## config.mk

```make
export PLATFORM = sky130hd
export DESIGN_NAME = blvr_regs
export DESIGN_NICKNAME = d
export VERILOG_FILES = /design/src/pkg/blvr_pkg.sv /design/src/blvr_limit_decode.sv /design/src/blvr_regs.sv
export SDC_FILE = /design/constraint.sdc
export NUM_CORES = 1
export LEC_CHECK = 0
export BUFFER_PORTS_ARGS = -buffer_cell sky130_fd_sc_hd__buf_2
export CORE_ASPECT_RATIO = 1.75
export CORE_UTILIZATION = 59
export DETAILED_ROUTE_END_ITERATION = 16
export PLACE_DENSITY = 0.81
export SYNTH_ARGS = -nofsm -noshare
export SYNTH_HDL_FRONTEND = slang
export SYNTH_SLANG_ARGS = --single-unit
export TNS_END_PERCENT = 20
```

## constraint.sdc

```tcl
create_clock -name ref_clk -period 4.8 [get_ports ref_clk]
set_input_delay 0.48 -clock ref_clk [delete_from_list [all_inputs] [get_ports ref_clk]]
set_output_delay 0.48 -clock ref_clk [all_outputs]
set_load 0.01 [all_outputs]
```

## src/pkg/blvr_pkg.sv

```systemverilog
// Package: register map, field layout, reset values and decode types for the limit/vout bank
package blvr_pkg;

	// ========================================
	// Register offsets
	localparam logic [7:0] CORE1_LIMIT_ADDR = 8'h05;
	localparam logic [7:0] CORE2_LIMIT_ADDR = 8'h07;
	localparam logic [7:0] CORE3_LIMIT_ADDR = 8'h09;
	localparam logic [7:0] CORE0_VOUT_ADDR  = 8'h0A;
	localparam logic [7:0] CORE0_FLOOR_ADDR = 8'h0B;

	// ========================================
	// Field positions and reset values
	localparam int         LIMIT_LSB        = 3;
	localparam int         LIMIT_MSB        = 5;
	localparam logic [7:0] LIMIT_CTRL_RESET = 8'h3A;
	localparam logic [7:0] VOUT_RESET       = 8'h61;
	localparam logic [7:0] FLOOR_RESET      = 8'h00;
	localparam int         NUM_LIMIT_REGS   = 3;

	// ========================================
	// Current limit decode, milliamps
	localparam logic [12:0] LIMIT_BASE_MA   = 13'h05DC;
	localparam logic [12:0] LIMIT_STEP_MA   = 13'h01F4;

	// ========================================
	// Voltage decode, millivolts (range 2 constants doubled, in half-millivolts)
	localparam logic [7:0]  VRANGE1_LAST    = 8'h17;
	localparam logic [7:0]  VRANGE2_FIRST   = 8'h18;
	localparam logic [7:0]  VRANGE2_LAST    = 8'h9D;
	localparam logic [7:0]  VRANGE3_FIRST   = 8'h9E;
	localparam logic [12:0] VRANGE1_BASE_UV = 13'h01F4; // in mV: 500
	localparam logic [12:0] VRANGE1_STEP    = 13'h000A; // 10 mV
	localparam logic [12:0] VRANGE2_BASE_X2 = 13'h05BE; // 735 mV doubled: 1470
	localparam logic [12:0] VRANGE2_STEP_X2 = 13'h000A; // 5 mV doubled
	localparam logic [12:0] VRANGE3_BASE    = 13'h058C; // 1420 mV
	localparam logic [12:0] VRANGE3_STEP    = 13'h0014; // 20 mV

	// ========================================
	// Carrier types
	typedef struct packed {
		logic       write;
		logic       read;
		logic [7:0] addr;
		logic [7:0] wdata;
	} blvr_req_t;

	typedef struct packed {
		logic       valid;
		logic       hit;
		logic [7:0] rdata;
	} blvr_rsp_t;

	// Target in half-millivolts so the 5 mV range stays exact
	typedef struct packed {
		logic        floorActive;
		logic [7:0]  code;
		logic [12:0] halfMv;
	} blvr_vtarget_t;

endpackage : blvr_pkg

```

## src/blvr_limit_decode.sv

```systemverilog
// Registered decode of one 3-bit current-limit code to milliamps
`timescale 1ns/1ps
module blvr_limit_decode
	import blvr_pkg::*;
(
	// Clocking
	input  wire logic        ref_clk,
	input  wire logic        reset_n,
	input  wire logic        clkEn,
	// Code in, limit out
	input  wire logic [2:0]  limitCode,
	output logic      [12:0] limitMa
);

	// ========================================
	// Decode
	always_ff @(posedge ref_clk or negedge reset_n) begin
		if (!reset_n) begin
			limitMa <= 13'h1388;
		end else if (clkEn) begin
			limitMa <= 13'(LIMIT_BASE_MA + 13'(limitCode) * LIMIT_STEP_MA);
		end
	end

endmodule : blvr_limit_decode

```

## src/blvr_regs.sv

```systemverilog
// Current-limit and output-voltage register bank with live decode
`timescale 1ns/1ps

// How it works
// - Limit code bits 5:3, reset all ones
// - Limit decodes 1.5 A plus 0.5 A steps
// - New limit codes apply immediately while running
// - Main voltage code eight bits, reset 0x61
// - Codes 0x00-0x17: 0.5 V plus 10 mV
// - Codes 0x18-0x9D: 0.735 V, 5 mV steps
// - Codes 0x9E-0xFF: 1.42 V, 20 mV steps
// - Pin high selects main, low floor
module blvr_regs
	import blvr_pkg::*;
(
	// Clocking
	input  wire logic          ref_clk,
	input  wire logic          reset_n,
	input  wire logic          clkEn,
	// Register access from the serial interface
	input  wire blvr_req_t     req,
	output blvr_rsp_t          rsp,
	// Enable pins and roof/floor selection
	input  wire logic          first_enable_pin,
	input  wire logic          second_enable_pin,
	input  wire logic          pinSelectSecond,
	input  wire logic          pin_selects_high_low_target,
	// Converter controls
	output logic [2:0]         core1_current_limit_code,
	output logic [2:0]         core2_current_limit_code,
	output logic [2:0]         core3_current_limit_code,
	output logic [12:0]        core1LimitMa,
	output logic [12:0]        core2LimitMa,
	output logic [12:0]        core3LimitMa,
	output blvr_vtarget_t      core0Target
);

	// ========================================
	// Storage
	logic [7:0] limitCtrl [NUM_LIMIT_REGS];
	logic [7:0] core0_voltage_code;
	logic [7:0] core0_floor_voltage_code;
	logic [1:0] pin1Sync;
	logic [1:0] pin2Sync;
	logic [7:0] next_rdata;
	logic       next_hit;
	logic [7:0] selCode;
	logic       floorSel;

	function automatic logic [7:0] limitAddr(input int idx);
		unique case (idx)
			0:       limitAddr = CORE1_LIMIT_ADDR;
			1:       limitAddr = CORE2_LIMIT_ADDR;
			default: limitAddr = CORE3_LIMIT_ADDR;
		endcase
	endfunction : limitAddr

	// Three-range code to half-millivolts
	function automatic logic [12:0] voltHalfMv(input logic [7:0] code);
		logic [12:0] off;
		off = 13'h0000;
		if (code <= VRANGE1_LAST) begin
			off        = 13'(code);
			voltHalfMv = 13'((VRANGE1_BASE_UV + off * VRANGE1_STEP) << 1);
		end else if (code <= VRANGE2_LAST) begin
			off        = 13'(code - VRANGE2_FIRST);
			voltHalfMv = 13'(VRANGE2_BASE_X2 + off * VRANGE2_STEP_X2);
		end else begin
			off        = 13'(code - VRANGE3_FIRST);
			voltHalfMv = 13'((VRANGE3_BASE + off * VRANGE3_STEP) << 1);
		end
	endfunction : voltHalfMv

	// ========================================
	// Limit control registers, whole byte stored
	generate
		for (genvar i = 0; i < NUM_LIMIT_REGS; i++) begin : gLimit
			always_ff @(posedge ref_clk or negedge reset_n) begin
				if (!reset_n) begin
					limitCtrl[i] <= LIMIT_CTRL_RESET;
				end else if (clkEn && req.write && req.addr == limitAddr(i)) begin
					// No enable gating: takes effect while running
					limitCtrl[i] <= req.wdata;
				end
			end
		end
	endgenerate

	// ========================================
	// Voltage registers
	always_ff @(posedge ref_clk or negedge reset_n) begin
		if (!reset_n) begin
			core0_voltage_code <= VOUT_RESET;
		end else if (clkEn && req.write && req.addr == CORE0_VOUT_ADDR) begin
			core0_voltage_code <= req.wdata;
		end
	end

	always_ff @(posedge ref_clk or negedge reset_n) begin
		if (!reset_n) begin
			core0_floor_voltage_code <= FLOOR_RESET;
		end else if (clkEn && req.write && req.addr == CORE0_FLOOR_ADDR) begin
			core0_floor_voltage_code <= req.wdata;
		end
	end

	// ========================================
	// Read path
	always_comb begin
		next_hit   = 1'b1;
		next_rdata = 8'h00;
		unique case (req.addr)
			CORE1_LIMIT_ADDR: next_rdata = limitCtrl[0];
			CORE2_LIMIT_ADDR: next_rdata = limitCtrl[1];
			CORE3_LIMIT_ADDR: next_rdata = limitCtrl[2];
			CORE0_VOUT_ADDR:  next_rdata = core0_voltage_code;
			CORE0_FLOOR_ADDR: next_rdata = core0_floor_voltage_code;
			default:          next_hit   = 1'b0;
		endcase
	end

	always_ff @(posedge ref_clk or negedge reset_n) begin
		if (!reset_n) begin
			rsp <= '0;
		end else if (clkEn) begin
			rsp.valid <= req.read;
			rsp.hit   <= req.read & next_hit;
			rsp.rdata <= req.read ? next_rdata : 8'h00;
		end
	end

	// ========================================
	// Enable pin synchronisers, pins are asynchronous
	always_ff @(posedge ref_clk or negedge reset_n) begin
		if (!reset_n) begin
			pin1Sync <= 2'h0;
			pin2Sync <= 2'h0;
		end else if (clkEn) begin
			pin1Sync <= {pin1Sync[0], first_enable_pin};
			pin2Sync <= {pin2Sync[0], second_enable_pin};
		end
	end

	// ========================================
	// Target selection
	always_comb begin
		floorSel = pin_selects_high_low_target &&
			!(pinSelectSecond ? pin2Sync[1] : pin1Sync[1]);
		selCode  = floorSel ? core0_floor_voltage_code : core0_voltage_code;
	end

	always_ff @(posedge ref_clk or negedge reset_n) begin
		if (!reset_n) begin
			core0Target <= '{floorActive: 1'b0, code: VOUT_RESET, halfMv: 13'h0000};
		end else if (clkEn) begin
			core0Target.floorActive <= floorSel;
			core0Target.code        <= selCode;
			core0Target.halfMv      <= voltHalfMv(selCode);
		end
	end

	always_ff @(posedge ref_clk or negedge reset_n) begin
		if (!reset_n) begin
			core1_current_limit_code <= 3'h7;
			core2_current_limit_code <= 3'h7;
			core3_current_limit_code <= 3'h7;
		end else if (clkEn) begin
			core1_current_limit_code <= limitCtrl[0][LIMIT_MSB:LIMIT_LSB];
			core2_current_limit_code <= limitCtrl[1][LIMIT_MSB:LIMIT_LSB];
			core3_current_limit_code <= limitCtrl[2][LIMIT_MSB:LIMIT_LSB];
		end
	end

	// ========================================
	// Limit decoders
	blvr_limit_decode uDec1 (
		.ref_clk   (ref_clk),
		.reset_n   (reset_n),
		.clkEn     (clkEn),
		.limitCode (limitCtrl[0][LIMIT_MSB:LIMIT_LSB]),
		.limitMa   (core1LimitMa)
	);
	blvr_limit_decode uDec2 (
		.ref_clk   (ref_clk),
		.reset_n   (reset_n),
		.clkEn     (clkEn),
		.limitCode (limitCtrl[1][LIMIT_MSB:LIMIT_LSB]),
		.limitMa   (core2LimitMa)
	);
	blvr_limit_decode uDec3 (
		.ref_clk   (ref_clk),
		.reset_n   (reset_n),
		.clkEn     (clkEn),
		.limitCode (limitCtrl[2][LIMIT_MSB:LIMIT_LSB]),
		.limitMa   (core3LimitMa)
	);

endmodule : blvr_regs

```

After elaboration in Yosys (flattened, before gate mapping)
Index checks and enable logic that the tools add are counted.
{ "word_totals": {"ff_bits": 124, "latchBits": 0, "ram_bits": 0, "romBits": 0, "input_bits": 25, "out_inout_bits": 80, "word_cells": 57, "mem_count": 0} }
{ "classes": {"n_addsub": 8, "mul": 6, "div": 0, "n_lt_le_gt_ge": 2, "n_eq_ne": 5, "shifts": 0, "n_mux": 7, "bitwise": 1, "reduce_logical": 9} }
{ "ops": {"columns": ["cell", "n"], "rows": [
  ["$pmux 8 s5", 1],
  ["$add 11x12->13 const A", 3],
  ["$mul 3x7->10 const B", 3],
  ["$mux 13", 2],
  ["$eq 8x4->1 const B", 3],
  ["$eq 8x3->1 const B", 2],
  ["$mux 8", 2],
  ["$add 11x13->13 const A", 1],
  ["$mul 13x3->10 const B", 1],
  ["$mul 13x3->12 const B", 1],
  ["$add 11x12->12 const A", 1],
  ["$add 9x12->12 const A", 1],
  ["$mul 8x3->11 const B", 1],
  ["$sub 8x5->9 const B", 1],
  ["$sub 8x8->9 const B", 1],
  ["$le 8x5->1 const B", 1],
  ["$le 8x8->1 const B", 1],
  ["$logic_and 1x1->1", 7],
  ["$reduce_or 5->1", 1],
  ["$mux 1", 2],
  ["$and 1x1->1", 1],
  ["$logic_not 1->1", 1]
]} }

Longest topological paths before layout
{ "logic_depth": {"word_depth": 9, "ltp_mapped": 17, "depth_no_buf": 17} }

By module
From an unflattened synthesis, not the netlist that was laid out.
{ "unflattened": {"hier_cells": 768, "hier_area_um2": 8212.9} }
{ "modules_own_cells": {"columns": ["module", "n_inst", "cells_each", "area_per_inst_um2", "seq_area_each_um2"], "rows": [
  ["blvr_regs", 1, 558, 5770.5, 2135.8],
  ["blvr_limit_decode at uDec1 ...", 2, 69, 810.8, 281.5],
  ["blvr_limit_decode at uDec2", 1, 72, 820.8, 281.5]
]} }

Least setup slack after synthesis
No wires, ideal clock.
{ "synth_path": {"kind": "input to register", "startpoint": "in pinSelectSecond", "endpoint": "reg core0Target[12] (netlist name)", "setup_ps": 76, "arrival_time_ps": 4029, "required_ps": 4724, "slack_ps": 694, "stages": 13, "path_buffers": 0, "cell_sequence": "mux2_4 > nor2_2 > mux2_2 > ha_1 > ha_1 > fa_1 > a211oi_1 > nor2_1 > o41ai_1 > or4b_1 > nor4_1 > nor3_1 > o21ai_1"} }
{ "synth_between": {"elab_chain_cells": 9, "elab_cells_between_ends": 16, "classes_between": "5 x add/sub; 3 x mul; 2 x order compare; 4 x mux; 2 x reduce/logical"} }
{ "synth_rtl": {"columns": ["element", "line_no", "source"], "rows": [
  ["from (decl)", "blvr_regs.sv:26", "input wire logic pinSelectSecond,"],
  ["$mux 1 (*)", "blvr_regs.sv:148", "!(pinSelectSecond ? pin2Sync[1] : pin1Sync[1]);"],
  ["$logic_not 1->1 (*)", "blvr_regs.sv:148", null],
  ["$logic_and 1x1->1 (*)", "blvr_regs.sv:147", "floorSel = pin_selects_high_low_target &&"],
  ["$mux 8 (*)", "blvr_regs.sv:149", "selCode = floorSel ? core0_floor_voltage_code : core0_voltage_code;"],
  ["$sub 8x5->9 or $sub 8x8->9 (tied branches)", "blvr_regs.sv:66, blvr_regs.sv:69", null],
  ["$mul 13x3->12 or $mul 13x3->10 (tied branches)", "blvr_regs.sv:67, blvr_regs.sv:70", null],
  ["$add 11x13->13 or $add 11x12->12 (tied branches)", "blvr_regs.sv:67, blvr_regs.sv:70", null],
  ["$mux 13", "blvr_regs.sv:65", "end else if (code <= VRANGE2_LAST) begin"],
  ["$mux 13 (*)", "blvr_regs.sv:62", "if (code <= VRANGE1_LAST) begin"],
  ["to (signal assigned)", "blvr_regs.sv:154", "core0Target <= '{floorActive: 1'b0, code: VOUT_RESET, halfMv: 13'h0000};"],
  ["to (decl)", "blvr_regs.sv:35", "output blvr_vtarget_t core0Target"]
]} }
Mark *: on every way between the ends. The rest lies on a longest branch, timed or not.
A chain may end at the register's enable or synchronous reset.

Final worst setup path
{ "layout_path": {"startpoint": "reg pin2Sync[1]", "endpoint": "reg core0Target[12] (netlist name)"} }
{ "layout_between": {"elab_chain_cells": 9, "elab_cells_between_ends": 16, "classes_between": "5 x add/sub; 3 x mul; 2 x order compare; 4 x mux; 2 x reduce/logical"} }
{ "layout_rtl": {"columns": ["element", "line_no", "source"], "rows": [
  ["from (decl)", "blvr_regs.sv:44", "logic [1:0] pin2Sync;"],
  ["from (signal assigned)", "blvr_regs.sv:140", "pin2Sync <= {pin2Sync[0], second_enable_pin};"],
  ["$mux 1 (*)", "blvr_regs.sv:148", null],
  ["$logic_not 1->1 (*)", "blvr_regs.sv:148", null],
  ["$logic_and 1x1->1 (*)", "blvr_regs.sv:147", null],
  ["$mux 8 (*)", "blvr_regs.sv:149", null],
  ["via selCode[0]", "blvr_regs.sv:47", "logic [7:0] selCode;"],
  ["$sub 8x5->9 or $sub 8x8->9 (tied branches)", "blvr_regs.sv:66, blvr_regs.sv:69", null],
  ["$mul 13x3->12 or $mul 13x3->10 (tied branches)", "blvr_regs.sv:67, blvr_regs.sv:70", null],
  ["$add 11x13->13 or $add 11x12->12 (tied branches)", "blvr_regs.sv:67, blvr_regs.sv:70", null],
  ["$mux 13", "blvr_regs.sv:65", null],
  ["$mux 13 (*)", "blvr_regs.sv:62", null]
]} }
The timed path passes the listed nets; every way through them passes the cells marked *.

==> results.yml <==
worst_setup_path:
  critPathMaxFanout: 10
  r2r-start: "pin2Sync[1]"
  cp_cell_sequence: "mux2i_4, nand2_4, a21oi_1, inv_1, ha_1, ha_1, fa_1, a211oi_1, nor2_1, o41ai_1, or4b_1, nor4_1, nor3_1, o21ai_1"
  critical_path_depth: 14
  worst_path_max_delay_cell: "a211oi_1"
  cp-start-kind: "flop"
  path_delay_family: "compound AO/OA/AOI/OAI gates"
  endpoint_kind: "flop"
  critPathRequiredTime_ns: 5.14
  cp.arrival_ns: 4.70
  r2r_setup_slack_ns: 0.44
  cp_slowest_stage_delay_ns: 0.48
  ff2ff_path_depth: 14
  worst-path-buf-inv: 1
  crit_top_cell: "ha_1"
  critPathKind: "flop to flop"
  reg2reg_to: "core0Target[12]"
yosys:
  synthCells: 810
  synth_area_leader_cell: "dfrtp_1"
  muxShareOfSynthArea_pct: 13.0
  yosysWarnings: 0
  synth_largest_type_area_fraction_pct: 22.7
  synth_top_family_by_area: "adder cells"
  ys_top_cells_by_count: "75 x dfrtp_1, 73 x ha_1, 72 x nor2_1, 71 x mux2_2, 50 x inv_1"
  yosys.area_share.xor_xnor_pct: 7.08
  syn_avg_cell_area_um2: 10.2
  synth-simple-area-share_pct: 11.3
  synth_edf_count: 0
  synth_area_leaders: "dfrtp_1 23%, dfstp_2 13%, ha_1 11%"
  synthesis.area_um2: 8290
  synth_cell_types: 72
  synth_flop_cell: "dfrtp_1"
  synth-seq-cells: 117
  synth_adder_area_share_pct: 14.8
  yosysMostFrequentCell: "dfrtp_1"
  synth_compound_area_share_pct: 13.8
  ys_seq_area_share_pct: 36.0
  async_reset_ff_share_pct: 100
timing:
  tns_ns: 0
  finalSetupViolCount: 0
  setup_slack_ns: 0.443
  min_period_ns: 4.36
  rsz0062_at_grt: "no"
  hold_viol_final: 0
  finClkSkew_ns: 0.00885
  post-route-period-util_pct: 90.8
  timing.fmax_ghz: 0.230
  slew_violations: 0
  slew_headroom_pct: 40.1
  worst_pin_slew_ns: 0.898
final_layout:
  layout-drive-gt1-share_pct: 29.6
  diodes: 0
  syn2layout_area_growth_pct: 15.3
  fillers: 1053
  fin_nets: 1027
  fin_util_pct: 69.4
global_route:
  globalRoute.totalOverflow: 0
  antenna_found_initial: 0
  grt_pass1_vias: 6989
  grt_pass1_wl_um: 35200
  grt_max_degree: 55
  grt_usage_pct: 31.8
clocking:
  cts_tree: "done"
  clockBufferDepth: 2
  cts-root-buf: "clkbuf_16"
  clkLatencyLatePin_ns: 0.42
  cts.clk_slew.worst_paths_ns: 0.06
  clock-sinks: 117
  numCtsBuffers: 17
  cts_max_level: 4
power:
  peakVddDrop_v: 0.000277
  total_leakage_power_nw: 4.47
  power.density_nw_per_um2: 346
detailed_routing:
  drc_errors: 0
  vias: 6644
  drtIter0Drc: 234
  route.antenna.remaining_nets: 0
  wl_per_cell_um: 19.7
  routed_wl_um: 21700
  drtPass1Iterations: 5
  viasPerCell: 6.02
die:
  boundaryPins: 105
  floorplan.die_area_um2: 14500
  rows: 57
  die_h_um: 159
  fp.coreArea_um2: 13800
  die_w_um: 91.6
  start_util_pct: 60.2
min_path:
  min_path_type: "input port to flop"
  min_to: "pin1Sync[0]"
  worstHoldPathCells: 2
  worstHoldStart: "first_enable_pin"
job:
  cap_viol_max_count: 0
placement:
  gp_congestion: 0.936
  dp_slack_ns: 0.269
  place_hpwl_um: 16200
  portBuffers: 97
run_status:
  status: "finished clean"
[worst register-to-register path, delay by kind of cell, from the launching register on]
family / cells / cell delay [ns]
buffers and inverters: 1 / 0.23
flip-flops: 1 / 0.45
adder cells (fa/ha/maj): 3 / 0.92
AO/OA/AOI/OAI: 4 / 1.27
AND/OR/NAND/NOR: 5 / 1.07
multiplexers: 1 / 0.35
[layer usage]
metal  routed length (um)  track usage, %  vias to the layer above
met5                    0               0                        -
met2                11800            57.6                      230
met4                 1670            25.7                        0
met3                  853            4.89                      108
li1                     -               -                     3074
met1                 7430            31.1                     3232
[cells by family after synthesis]
kind of cell,count (synthesis)
and+or+nand+nor,188
AOI/OAI and AO/OA,171
DFF,117
muxes,96
adders and majority gates,89
buffers and inverters,81
xor gates and xnor gates,67
other,1
[per-stage QoR]
step | total power [mW] | hold WS [ns] | std cells | cell area [um^2]
floorplan | 1.78 | 0.184 | 816 | 8310
global placement | 2.02 | 0.369 | 1071 | 8960
global route | 3.45 | 0.311 | 1104 | 9550
detailed placement | 2.04 | 0.367 | 1071 | 8960
CTS | 3.31 | 0.295 | 1104 | 9550
finish | 3.31 | 0.307 | 1104 | 9550
[area by class of cell]
cell class / instances / area [um^2] / area share, %
sequential: 117 / 2980 / 31.2
tap: 177 / 221 / 2.32
inverter: 51 / 191 / 2.00
multi-input combinational: 618 / 4990 / 52.3
clock buffer: 20 / 457 / 4.78
timing repair buffer: 109 / 581 / 6.08
clock inverter: 12 / 128 / 1.34
[repair_timing]
item | CTS | global route
endpoints found under the hold margin | 15 | 0
resized for setup | 0 | 0
hold buffers | 1 | 0
buffers inserted | 0 | 0
[where the power goes]
part | switching, mW | internal (mW)
Sequential | 0.0658 | 1.11
Clock | 0.482 | 0.790
Combinational | 0.484 | 0.371
[cells in the final DEF, fill, tap and decap left out, types with 5 or more instances in the layout]
cell and instances:
dfstp_2 42, nor3_1 5, nand3_1 9, mux2_2 71, o2bb2ai_1 9, inv_1 50
buf_4 12, a211oi_1 15, nand2_1 41, a21o_1 13, o21ai_0 37, xor2_1 30
ha_1 73, nand4_1 7, a31oi_1 7, o211ai_1 6, nand4b_1 5, conb_1 7
fa_1 15, xnor2_1 37, a21oi_1 40, dfrtp_1 75, buf_2 96, clkbuf_16 17
nor3b_1 8, o31ai_1 8, nor2_1 72, nor2b_1 7, mux2i_1 21
[registers in the layout, indices dropped and copies added (netlist names)]
register	flops
core0Target	21
limitCtrl	24
core0_floor_voltage_code	8
uDec1.limitMa	11
rsp	10
uDec2.limitMa	11
pin2Sync	2
uDec3.limitMa	11
pin1Sync	2
core2_current_limit_code	3
core1_current_limit_code	3
core3_current_limit_code	3
core0_voltage_code	8
[how the worst max path moves through the flow]
stage / start / to / slack (ns)
after global placement: pinSelectSecond / core0Target[12] / 0.41
final: pin2Sync[1] / core0Target[12] / 0.44
after detailed placement: pinSelectSecond / core0Target[12] / 0.27
after CTS: pin2Sync[1] / core0Target[12] / 0.53
after floorplan: pinSelectSecond / core0Target[12] / 0.69
after global routing: pin2Sync[1] / core0Target[12] / 0.19
Note: power is estimated with default switching activity, not from simulation.
